$ cat src/hw/hpw_host_port_consts.vh
`ifndef HPW_HOST_PORT_CONSTS_VH
`define HPW_HOST_PORT_CONSTS_VH

// clock and core timing
`define HPW_CLK_PERIOD_PS     10000
`define HPW_CORE_CLK_KHZ      58320
`define HPW_CORE_PER_PROC     2
`define HPW_PS_PER_MS         1000000000
`define HPW_PROC_CYC_PS       (`HPW_CORE_PER_PROC * `HPW_PS_PER_MS / `HPW_CORE_CLK_KHZ)

// least times round up, longest times round down
`define HPW_CEIL_CYC(n)       (((n) * `HPW_PROC_CYC_PS + `HPW_CLK_PERIOD_PS - 1) / `HPW_CLK_PERIOD_PS)
`define HPW_FLOOR_CYC(n)      (((n) * `HPW_PROC_CYC_PS) / `HPW_CLK_PERIOD_PS)

// wait lengths in processor cycles
`define HPW_INSTR_RD_MIN_PC   6
`define HPW_INSTR_RD_MAX_PC   7
`define HPW_RAM_RD_MIN_PC     9
`define HPW_INSTR_WR_MIN_PC   5
`define HPW_INSTR_WR_MAX_PC   7
`define HPW_RAM_WR_MIN_PC     9
`define HPW_RAM_WR_MAX_PC     29
`define HPW_THROTTLE_PC       97

// data ram access budget per frame
`define HPW_FRAME_NS          125000
`define HPW_FRAME_CYC         (`HPW_FRAME_NS * 1000 / `HPW_CLK_PERIOD_PS)
`define HPW_RAM_ACC_LIMIT     5'h10

// address decode
`define HPW_ADDR_W            11
`define HPW_DATA_W            8
`define HPW_ADDR_RAM_BIT      10
`define HPW_ADDR_INSTR_BIT    9

// access classes
`define HPW_CLS_REG           2'h0
`define HPW_CLS_INSTR         2'h1
`define HPW_CLS_RAM           2'h2

// pin index in the synchroniser vector
`define HPW_PIN_SEL           0
`define HPW_PIN_RD            1
`define HPW_PIN_WR            2

`endif

$ cat src/hw/hpw_host_port.v
`timescale 1ns/1ns
`include "hpw_host_port_consts.vh"

// Notes on behaviour
// - waits are counted in processor cycles of two core clock periods
// - ready driven high while group selected, released after select rises
// - ready pulled low after the strobe falls when the access needs a wait
// - instruction read holds ready low 6 to 7 cycles; register read none
// - data ram read holds ready low at least 9 processor cycles
// - read data valid by ready rising; register data shortly after strobe falls
// - instruction write 5 to 7 cycles, data ram write 9 to 29, register none
// - excessive data ram access stretches the wait up to 97 cycles
module hpw_host_port #(
  parameter FRAME_CYC = `HPW_FRAME_CYC
) (
  input  wire                     clock,
  input  wire                     rst_b,
  input  wire                     groupSelectN,
  input  wire                     rdN,
  input  wire                     wrN,
  input  wire [`HPW_ADDR_W-1:0]   addrIn,
  input  wire [`HPW_DATA_W-1:0]   dataIn,
  input  wire [`HPW_DATA_W-1:0]   rdDataIn,
  output reg  [`HPW_DATA_W-1:0]   dataOut_q,
  output reg                      dataOeN_q,
  output reg                      groupWaitReady_q,
  output reg                      groupWaitReadyOeN_q,
  output reg                      accReq_q,
  output reg                      accWrite_q,
  output reg  [1:0]               accClass_q,
  output reg  [`HPW_ADDR_W-1:0]   accAddr_q,
  output reg  [`HPW_DATA_W-1:0]   accWrData_q,
  output reg                      throttle_q
);

  localparam ST_IDLE = 4'h1;
  localparam ST_SEL  = 4'h2;
  localparam ST_WAIT = 4'h4;
  localparam ST_HOLD = 4'h8;

  localparam [31:0] WAIT_INSTR_RD_W = `HPW_CEIL_CYC(`HPW_INSTR_RD_MIN_PC);
  localparam [31:0] WAIT_RAM_RD_W   = `HPW_CEIL_CYC(`HPW_RAM_RD_MIN_PC);
  localparam [31:0] WAIT_INSTR_WR_W = `HPW_CEIL_CYC(`HPW_INSTR_WR_MIN_PC);
  localparam [31:0] WAIT_RAM_WR_W   = `HPW_CEIL_CYC(`HPW_RAM_WR_MIN_PC);
  localparam [31:0] WAIT_THROTTLE_W = `HPW_FLOOR_CYC(`HPW_THROTTLE_PC);
  localparam [31:0] FRAME_LAST_W    = FRAME_CYC - 1;
  // cut on purpose: every wait fits nine bits, a frame sixteen
  localparam [8:0]  WAIT_INSTR_RD   = WAIT_INSTR_RD_W[8:0];
  localparam [8:0]  WAIT_RAM_RD     = WAIT_RAM_RD_W[8:0];
  localparam [8:0]  WAIT_INSTR_WR   = WAIT_INSTR_WR_W[8:0];
  localparam [8:0]  WAIT_RAM_WR     = WAIT_RAM_WR_W[8:0];
  localparam [8:0]  WAIT_THROTTLE   = WAIT_THROTTLE_W[8:0];
  localparam [15:0] FRAME_LAST      = FRAME_LAST_W[15:0];

  // pin synchronisers: sel, rd, wr
  reg  [2:0]              pinS1_q;
  reg  [2:0]              pinS2_q;
  reg  [2:0]              pinS3_q;
  reg  [2:0]              pinF_q;
  wire [2:0]              pinF_d;
  // bus pipelines kept in step with the second sync stage
  reg  [`HPW_ADDR_W-1:0]  addrP1_q;
  reg  [`HPW_ADDR_W-1:0]  addrP2_q;
  reg  [`HPW_DATA_W-1:0]  dataP1_q;
  reg  [`HPW_DATA_W-1:0]  dataP2_q;
  reg  [`HPW_DATA_W-1:0]  wrHold_q;

  reg  [3:0]              state_q;
  reg  [8:0]              waitCnt_q;
  reg                     isWrite_q;
  reg                     capPend_q;
  reg  [15:0]             frameCnt_q;
  reg  [4:0]              ramCnt_q;

  reg  [1:0]              cls_d;
  reg  [8:0]              waitLen_d;

  wire                    selLow;
  wire                    rdFall;
  wire                    wrFall;
  wire                    wrRise;
  wire                    strobeFall;
  wire                    strobeHigh;
  wire                    frameEnd;
  wire                    ramStart;

  // a change counts once two later stages agree; otherwise keep the last value
  assign pinF_d = (pinS2_q & pinS3_q) | (pinF_q & (pinS2_q | pinS3_q));

  assign selLow     = ~pinF_q[`HPW_PIN_SEL];
  assign rdFall     = pinF_q[`HPW_PIN_RD] & ~pinF_d[`HPW_PIN_RD];
  assign wrFall     = pinF_q[`HPW_PIN_WR] & ~pinF_d[`HPW_PIN_WR];
  assign wrRise     = ~pinF_q[`HPW_PIN_WR] & pinF_d[`HPW_PIN_WR];
  assign strobeFall = rdFall | wrFall;
  assign strobeHigh = pinF_q[`HPW_PIN_RD] & pinF_q[`HPW_PIN_WR];
  assign frameEnd   = (frameCnt_q == FRAME_LAST);
  assign ramStart   = (state_q == ST_SEL) & selLow & strobeFall & (cls_d == `HPW_CLS_RAM);

  // class from the address that stood when the strobe fell
  always @* begin
    if (addrP2_q[`HPW_ADDR_RAM_BIT]) begin
      cls_d = `HPW_CLS_RAM;
    end else if (addrP2_q[`HPW_ADDR_INSTR_BIT]) begin
      cls_d = `HPW_CLS_INSTR;
    end else begin
      cls_d = `HPW_CLS_REG;
    end
  end

  // wait length in clocks, derived from processor cycles
  always @* begin
    waitLen_d = 9'h000;
    case (cls_d)
      `HPW_CLS_INSTR: begin
        waitLen_d = wrFall ? WAIT_INSTR_WR : WAIT_INSTR_RD;
      end
      `HPW_CLS_RAM: begin
        if (throttle_q) begin
          waitLen_d = WAIT_THROTTLE;
        end else begin
          waitLen_d = wrFall ? WAIT_RAM_WR : WAIT_RAM_RD;
        end
      end
      default: begin
        waitLen_d = 9'h000;
      end
    endcase
  end

  always @(posedge clock or negedge rst_b) begin
    if (!rst_b) begin
      pinS1_q  <= 3'h7;
      pinS2_q  <= 3'h7;
      pinS3_q  <= 3'h7;
      pinF_q   <= 3'h7;
      addrP1_q <= {`HPW_ADDR_W{1'b0}};
      addrP2_q <= {`HPW_ADDR_W{1'b0}};
      dataP1_q <= {`HPW_DATA_W{1'b0}};
      dataP2_q <= {`HPW_DATA_W{1'b0}};
    end else begin
      pinS1_q  <= {wrN, rdN, groupSelectN};
      pinS2_q  <= pinS1_q;
      pinS3_q  <= pinS2_q;
      pinF_q   <= pinF_d;
      addrP1_q <= addrIn;
      addrP2_q <= addrP1_q;
      dataP1_q <= dataIn;
      dataP2_q <= dataP1_q;
    end
  end

  // late write data is fine: sampled all through the low strobe
  always @(posedge clock or negedge rst_b) begin
    if (!rst_b) begin
      wrHold_q <= {`HPW_DATA_W{1'b0}};
    end else if (~pinS2_q[`HPW_PIN_WR] & ~pinS3_q[`HPW_PIN_WR]) begin
      wrHold_q <= dataP2_q;
    end
  end

  // data ram budget per frame; throttling ends with the frame
  always @(posedge clock or negedge rst_b) begin
    if (!rst_b) begin
      frameCnt_q <= 16'h0000;
      ramCnt_q   <= 5'h00;
      throttle_q <= 1'b0;
    end else begin
      frameCnt_q <= frameEnd ? 16'h0000 : frameCnt_q + 16'h0001;
      if (frameEnd) begin
        // an access on the boundary is not lost: it opens the new budget
        ramCnt_q   <= ramStart ? 5'h01 : 5'h00;
        throttle_q <= 1'b0;
      end else if (ramStart) begin
        if (ramCnt_q != `HPW_RAM_ACC_LIMIT) begin
          ramCnt_q <= ramCnt_q + 5'h01;
        end
        if (ramCnt_q >= `HPW_RAM_ACC_LIMIT - 5'h01) begin
          throttle_q <= 1'b1;
        end
      end
    end
  end

  always @(posedge clock or negedge rst_b) begin
    if (!rst_b) begin
      state_q             <= ST_IDLE;
      waitCnt_q           <= 9'h000;
      isWrite_q           <= 1'b0;
      capPend_q           <= 1'b0;
      groupWaitReady_q    <= 1'b0;
      groupWaitReadyOeN_q <= 1'b1;
      dataOut_q           <= {`HPW_DATA_W{1'b0}};
      dataOeN_q           <= 1'b1;
      accReq_q            <= 1'b0;
      accWrite_q          <= 1'b0;
      accClass_q          <= `HPW_CLS_REG;
      accAddr_q           <= {`HPW_ADDR_W{1'b0}};
      accWrData_q         <= {`HPW_DATA_W{1'b0}};
    end else begin
      accReq_q  <= 1'b0;
      capPend_q <= 1'b0;
      // internal memory must answer in the request cycle itself
      if (capPend_q) begin
        dataOut_q <= rdDataIn;
      end
      // drive the data bus only for a selected read
      dataOeN_q <= ~(selLow & ~pinF_q[`HPW_PIN_RD]);
      // a write goes in when its strobe rises, whatever the wait state
      if (wrRise & isWrite_q & (state_q != ST_IDLE)) begin
        accReq_q    <= 1'b1;
        accWrite_q  <= 1'b1;
        accWrData_q <= wrHold_q;
        isWrite_q   <= 1'b0;
      end
      case (state_q)
        ST_IDLE: begin
          groupWaitReadyOeN_q <= 1'b1;
          groupWaitReady_q    <= 1'b0;
          if (selLow) begin
            groupWaitReady_q    <= 1'b1;
            groupWaitReadyOeN_q <= 1'b0;
            state_q             <= ST_SEL;
          end
        end
        ST_SEL: begin
          if (!selLow) begin
            groupWaitReadyOeN_q <= 1'b1;
            groupWaitReady_q    <= 1'b0;
            state_q             <= ST_IDLE;
          end else if (strobeFall) begin
            accClass_q <= cls_d;
            accAddr_q  <= addrP2_q;
            isWrite_q  <= wrFall;
            if (rdFall) begin
              accReq_q   <= 1'b1;
              accWrite_q <= 1'b0;
              capPend_q  <= 1'b1;
            end
            if (waitLen_d != 9'h000) begin
              groupWaitReady_q <= 1'b0;
              waitCnt_q        <= waitLen_d;
              state_q          <= ST_WAIT;
            end else begin
              state_q <= ST_HOLD;
            end
          end
        end
        ST_WAIT: begin
          // ready rises 20 or more cycles after read data is already on the bus
          if (waitCnt_q == 9'h001) begin
            groupWaitReady_q <= 1'b1;
            state_q          <= ST_HOLD;
          end
          waitCnt_q <= waitCnt_q - 9'h001;
          if (!selLow) begin
            groupWaitReady_q    <= 1'b0;
            groupWaitReadyOeN_q <= 1'b1;
            waitCnt_q           <= 9'h000;
            state_q             <= ST_IDLE;
          end
        end
        ST_HOLD: begin
          if (!selLow) begin
            groupWaitReady_q    <= 1'b0;
            groupWaitReadyOeN_q <= 1'b1;
            state_q             <= ST_IDLE;
          end else if (strobeHigh) begin
            state_q <= ST_SEL;
          end
        end
        default: begin
          state_q <= ST_IDLE;
        end
      endcase
    end
  end

endmodule

$ cat config.mk
export PLATFORM = sky130hd
export DESIGN_NAME = hpw_host_port
export DESIGN_NICKNAME = d
export VERILOG_FILES = /design/src/hw/hpw_host_port.v
export VERILOG_INCLUDE_DIRS = /design/src /design/src/hw
export SDC_FILE = /design/constraint.sdc
export NUM_CORES = 1
export LEC_CHECK = 0
export BUFFER_PORTS_ARGS = -buffer_cell sky130_fd_sc_hd__clkbuf_2
export CAP_MARGIN = 0
export CORE_UTILIZATION = 57
export CTS_CLUSTER_SIZE = 24
export DETAILED_ROUTE_END_ITERATION = 10
export GPL_TIMING_DRIVEN = 0
export HOLD_SLACK_MARGIN = 0.02
export PLACE_DENSITY = 0.82
export SLEW_MARGIN = 20
export SYNTH_ARGS = -nofsm -noshare
export SYNTH_HDL_FRONTEND = slang
export SYNTH_SLANG_ARGS = --single-unit
$ cat constraint.sdc
create_clock -name clock -period 3.7 [get_ports clock]
set_input_delay 0.74 -clock clock [delete_from_list [all_inputs] [get_ports clock]]
set_output_delay 0.74 -clock clock [all_outputs]
set_load 0.03 [all_outputs]
======== Word-level counts from Yosys, hierarchy flattened ========
Index checks and enable logic that the tools add are counted.
storage, ports and cells
  register bits ........................... 129
  input bits .............................. 32
  output and inout bits ................... 35
cells by class
  add/sub/neg operators ................... 3
  $lt $le $gt $ge ......................... 1
  eq/ne operators ......................... 20
  mux-type cells .......................... 56
  bitwise gates (word level) .............. 24
  reduce and logical (&&, ||, !) cells .... 15
operators by type and width
  kind                   number
  $mux 9                 5
  $pmux 9 s2             2
  $mux 1                 32
  $mux 4                 8
  $add 16x1->16 const B  1
  $eq 16x14->1 const B   1
  $mux 16                1
  $pmux 4 s4             1
  $mux 5                 3
  $and 1x1->1            11
  $reduce_bool 2->1      5
  $eq 9x1->1 const B     1
  $ne 3x3->1 const B     3
  $reduce_bool 9->1      1
  $sub 9x1->9 const B    1
  $ne 2x2->1 const B     4
  $not 1->1              8
  $reduce_and 4->1       2
  $and 3x3->3            2
  $or 3x3->3             2
  $reduce_and 2->1       3
  $add 5x1->5 const B    1
  $ge 5x4->1 const B     1
  $ne 5x5->1 const B     1
  other kinds (18)       19

======== Longest topological paths before layout ========
  word-level depth ........................ 12
  gate-level depth with buffers ........... 7
  mapped depth without buffers ............ 6

======== Worst setup path after synthesis ========
OpenSTA, ideal clock, no wires.
  path kind ............................... register to register
  from .................................... register pinF_q[1]
  to ...................................... register accAddr_q[6]
  setup time .............................. 0.125 ns
  arrival ................................. 1.839 ns
  required time ........................... 3.575 ns
  slack ................................... 1.736 ns
  cell stages (with the launch flop) ...... 5
  path buffers ............................ 1
  period minus slack after synthesis ...... 1.964 ns
  cell sequence ........................... dfstp_2 or3b_2 a211oi_4 buf_4 mux2_2
between the ends
  longest elaborated chain between the ends .. 6
ends and longest elaborated chain
  item                                 RTL line             text
  from (decl)                          hpw_host_port.v:59   reg [2:0] pinF_q;
  from (signal assigned)               hpw_host_port.v:144  pinF_q <= pinF_d;
  $and 3x3->3                          hpw_host_port.v:88   assign pinF_d = (pinS2_q & pinS3_q) | (pinF_q & (pinS2_q | pinS3_q));
  $or 3x3->3                           hpw_host_port.v:88
  $not 1->1                            hpw_host_port.v:91   assign rdFall = pinF_q[`HPW_PIN_RD] & ~pinF_d[`HPW_PIN_RD];
  $and 1x1->1 *                        hpw_host_port.v:91
  $or 1x1->1 *                         hpw_host_port.v:94   assign strobeFall = rdFall | wrFall;
  $reduce_and 3->1 (no source line) *  n/a
  to (signal assigned)                 hpw_host_port.v:197  accAddr_q <= {`HPW_ADDR_W{1'b0}};
  to (signal assigned)                 hpw_host_port.v:232  accAddr_q <= addrP2_q;
  to (decl)                            hpw_host_port.v:31   output reg [`HPW_ADDR_W-1:0] accAddr_q,
Mark *: on every way between the ends. The rest lies on a longest branch, timed or not.
A chain may end at the register's enable or synchronous reset.

======== Worst setup path after layout ========
  from .................................... register pinF_q[1]
  to ...................................... register ramCnt_q[2]
between the ends
  longest elaborated chain between the ends .. 9
ends and longest elaborated chain
  item                                  RTL line             text
  $and 3x3->3                           hpw_host_port.v:88
  $or 3x3->3                            hpw_host_port.v:88
  $not 1->1                             hpw_host_port.v:91
  $and 1x1->1 *                         hpw_host_port.v:91
  $or 1x1->1 *                          hpw_host_port.v:94
  $and 1x1->1 * (2 in a row)            hpw_host_port.v:97   assign ramStart = (state_q == ST_SEL) & selLow & strobeFall & (cls_d == `HPW_CLS_RAM);
  $reduce_bool 2->1 (no source line) *  n/a
  $reduce_and 2->1 (no source line) *   n/a
  to (signal assigned)                  hpw_host_port.v:171  ramCnt_q <= ramStart ? 5'h01 : 5'h00;
  to (signal assigned)                  hpw_host_port.v:175  ramCnt_q <= ramCnt_q + 5'h01;
  to (decl)                             hpw_host_port.v:73   reg [4:0] ramCnt_q;
Marks and branches as above.

==> impl_metrics.csv <==
group,metric,value,unit
synthesis,netlist_top_cells_area,"dfrtp_1 58%, mux2_2 8.3%, dfstp_2 8.1%",
timing,fin_hold_ws,0.130,ns
floorplan,top_level_ports,67,
synthesis,number_of_flops_mapped_to_enable_cells_by_yosys,0,
place,place_congestion,0.850,
timing,post-route-min-period,2.20,ns
global_routing,grt-ovfl-total,0,
routing,total_iterations_of_the_first_detailed_routing_run,4,
routing,routed_wl,9.18,mm
synthesis,mappedNetlistNets,398,
setup_path,timing.critical_path.fanout_max,10,
timing,timing_worst_slew_pin_value,0.908,ns
cells_and_area,nFillCells,550,
timing,slew_violations,0,
timing,min_period_over_period,0.595,
global_routing,track_usage,0.236,
clocking,tritoncts,"done",
cells_and_area,n_diodes,0,
timing,fin_ws,1.50,ns
synthesis,synth_commonest_cells,"113 x dfrtp_1, 36 x mux2_2, 29 x nor2_1",
routing,drc_errors,0,
routing,routed_via_density,5.49,
synthesis,post-synth-top-count-cell,"dfrtp_1",
routing,drt_iter0_markers,276,
synthesis,synth-warning-count,0,
global_routing,maximum_number_of_pins_on_one_net_before_global_route_repair,93,
routing,drtAntennaViolNets,0,
power,peakVddDrop,486,uV
clocking,cts_made_buffers,17,
cells_and_area,final_nets,484,
synthesis,synth_ff_type,"dfrtp_1",
floorplan,die_area,8940,um^2
clocking,clkTransAtPathRegs,0.07,ns
clocking,numClockSinks,128,
floorplan,die_width,94.6,um
synthesis,seq_area_frac_synth,0.660,
setup_path,timing.critical_path.from,"pinF_q[1]",
timing,unrepaired_setup_endpoints_after_global_routing,"no",
place,post-dp-hpwl,5.92,mm
place,dpl_cell_area,5380,um^2
synthesis,syn_area_per_cell,13.6,um^2
setup_path,worstPathArrival,2.62,ns
synthesis,synth.largest_area_cell,"dfrtp_1",
timing,max_clock_freq,455,MHz
routing,detailed_route_via_count,3098,
global_routing,grt_pass1_wl,15.6,mm
setup_path,worst_stage_delay_on_the_critical_path,0.56,ns
worst_hold_path,min-delay-path-class,"in2async",
cells_and_area,drive_gt1_frac,0.373,
cells_and_area,syn_to_final_growth,21.6,%
clocking,clockRootBuffer,"clkbuf_8",
setup_path,critical_path_required,4.12,ns
timing,fin_skew,0.0125,ns
clocking,htreeDepth,4,
clocking,cts_hold_fix_bufs,0,
timing,timing.setup.tns,0,ns
routing,routed_wire_length_per_instance,16.3,um
place,numPortBuffers,66,
power,static-leakage-power,0.00279,uW
synthesis,ys_types,59,
synthesis,post_synth_inst_count,360,
clocking,cts.repair.resized,0,
synthesis,synth-seq-cells,128,
run_status,status,"complete, no violations",
floorplan,fp.coreArea,8260,um^2
cells_and_area,postLayoutCellArea,5930,um^2
setup_path,startpoint_type,"register",
setup_path,crit_path_cell_trace,"or3b_2 -> a211oi_4 -> buf_6 -> nand4_1 -> xor2_1 -> nor2_1",
power,power_density,749,nW/um^2
synthesis,netlist_area,4880,um^2
setup_path,worstPathBufferInverterCount,1,
timing,setup_violations,0,
synthesis,async_reset_ff_frac,1.00,
setup_path,setup.worst_path.class,"reg2reg",
setup_path,worst_path_dominant_cell_family,"simple AND/OR/NAND/NOR gates",
timing,final-hold-violation-count,0,
floorplan,initial_utilization,0.591,
setup_path,worst_r2r_start,"pinF_q[1]",
flow_run,max_cap_viol_count,0,
clocking,max-clock-path-buffers,2,
timing,slew_headroom,0.393,
setup_path,library_cell_contributing_the_largest_single_delay_on_the_critical_path,"dfstp_2",
setup_path,worst-path-stages,6,
global_routing,antenna_found_initial,0,
clocking,clk-insertion-delay-late,0.51,ns
place,pre_cts_slack,1.55,ns
setup_path,reg2reg_depth,6,
global_routing,grt_pass1_vias,3217,
clocking,cts_setup_buffers,0,
floorplan,chipHeight,94.6,um
cells_and_area,finalCoreUtilization,0.719,
synthesis,synth.top_cell.area_share,0.579,
setup_path,timing.critical_path.to_type,"register",
floorplan,std_cell_rows,33,
[cell families (layout without fill, tap and decap cells)]
kind of cell	Yosys count	count (layout)	synth area share
xor gates and xnor gates	17	17	0.0305
AOI/OAI and AO/OA	48	48	0.0705
muxes	38	38	0.0874
buffers and inverters	22	121	0.0220
adders and majority gates	9	9	0.0215
and+or+nand+nor	98	98	0.108
DFF	128	128	0.660
[metrics by stage]
| stage | std cells | power (uW) |
|---|---|---|
| after floorplan | 360 | 2580 |
| after global placement | 531 | 2860 |
| after detailed placement | 532 | 2910 |
| after CTS | 564 | 4480 |
| after global routing | 564 | 4640 |
| final | 564 | 4440 |
[final cells by class]
| type | instances | area, um^2 | share of cell area |
|---|---|---|---|
| Clock inverter | 15 | 140 | 0.0236 |
| Multi-Input combinational cell | 210 | 1550 | 0.262 |
| Sequential cell | 128 | 3220 | 0.543 |
| Inverter | 11 | 41.3 | 0.00696 |
| Tap cell | 105 | 131 | 0.0221 |
| Timing Repair Buffer | 67 | 367 | 0.0618 |
| Clock buffer | 17 | 414 | 0.0698 |
| Buffer | 11 | 66.3 | 0.0112 |
[worst reg2reg max path, delay by kind of cell (launching register included)]
kind,cells,cell delay [ns]
flops,1,0.56
buf+inv,1,0.22
compound gates,1,0.37
xor+xnor,1,0.17
simple gates,3,0.81
[placed cells by master (no fill, tap or decap), types with 2 or more instances in the layout]
| cell type | Yosys | final |
|---|---|---|
| dfstp_2 | 15 | 15 |
| clkbuf_2 | 0 | 65 |
| a21oi_1 | 10 | 10 |
| buf_2 | 2 | 2 |
| clkbuf_1 | 5 | 5 |
| inv_8 | 0 | 6 |
| clkbuf_8 | 0 | 2 |
| o21ai_1 | 3 | 3 |
| buf_4 | 2 | 2 |
| nor3_1 | 8 | 8 |
| nand2_1 | 15 | 15 |
| dfrtp_1 | 113 | 113 |
| a22o_1 | 3 | 3 |
| nor4_1 | 3 | 3 |
| nor2_1 | 29 | 29 |
| nor2b_1 | 4 | 4 |
| mux2_2 | 36 | 36 |
| inv_6 | 0 | 5 |
| a31oi_1 | 5 | 5 |
| and3_1 | 2 | 2 |
| clkbuf_16 | 0 | 16 |
| o32ai_1 | 2 | 2 |
| nand3b_1 | 2 | 2 |
| nand2b_1 | 3 | 3 |
| clkinvlp_4 | 0 | 2 |
| xnor2_1 | 8 | 8 |
| nand3_1 | 10 | 10 |
| o22ai_1 | 4 | 4 |
| nand4_1 | 8 | 8 |
| maj3_1 | 3 | 3 |
| ha_1 | 6 | 6 |
| o21ai_0 | 8 | 8 |
| xor2_1 | 9 | 9 |
| buf_6 | 2 | 2 |
| inv_1 | 10 | 10 |
[layer usage]
layer | vias up | GRT usage | part of all wire
met3 | 4 | 0.0652 | 0.037
li1 | 1449 | - | -
met2 | 68 | 0.393 | 0.53
met4 | 0 | 0.0833 | 0.0068
met1 | 1577 | 0.298 | 0.42
met5 | - | 0 | 0
[state kept, by name, summed over array words and instances (netlist names), 9 cells and up]
name,count
frameCnt_q,16
addrP2_q,11
waitCnt_q,9
addrP1_q,11
accAddr_q,10
[report_power, final]
group | leakage, uW | switching, uW | total (uW) | internal, uW
Sequential | 0.00158 | 160 | 1830 | 1670
Combinational | 0.000938 | 677 | 1070 | 390
Clock | 0.000272 | 685 | 1540 | 860
[path summary, 6_finish.rpt]
kind | end | slack (ns)
min in group clock | pinS1_q[1] | 0.32
min | dataP1_q[0] | 0.13
max | ramCnt_q[2] | 1.50
min reg2reg | dataP2_q[4] | 0.35
max reg2reg | ramCnt_q[2] | 1.50
max in group asynchronous | pinS3_q[2] | 2.82
(Power assumes the default switching activity.)
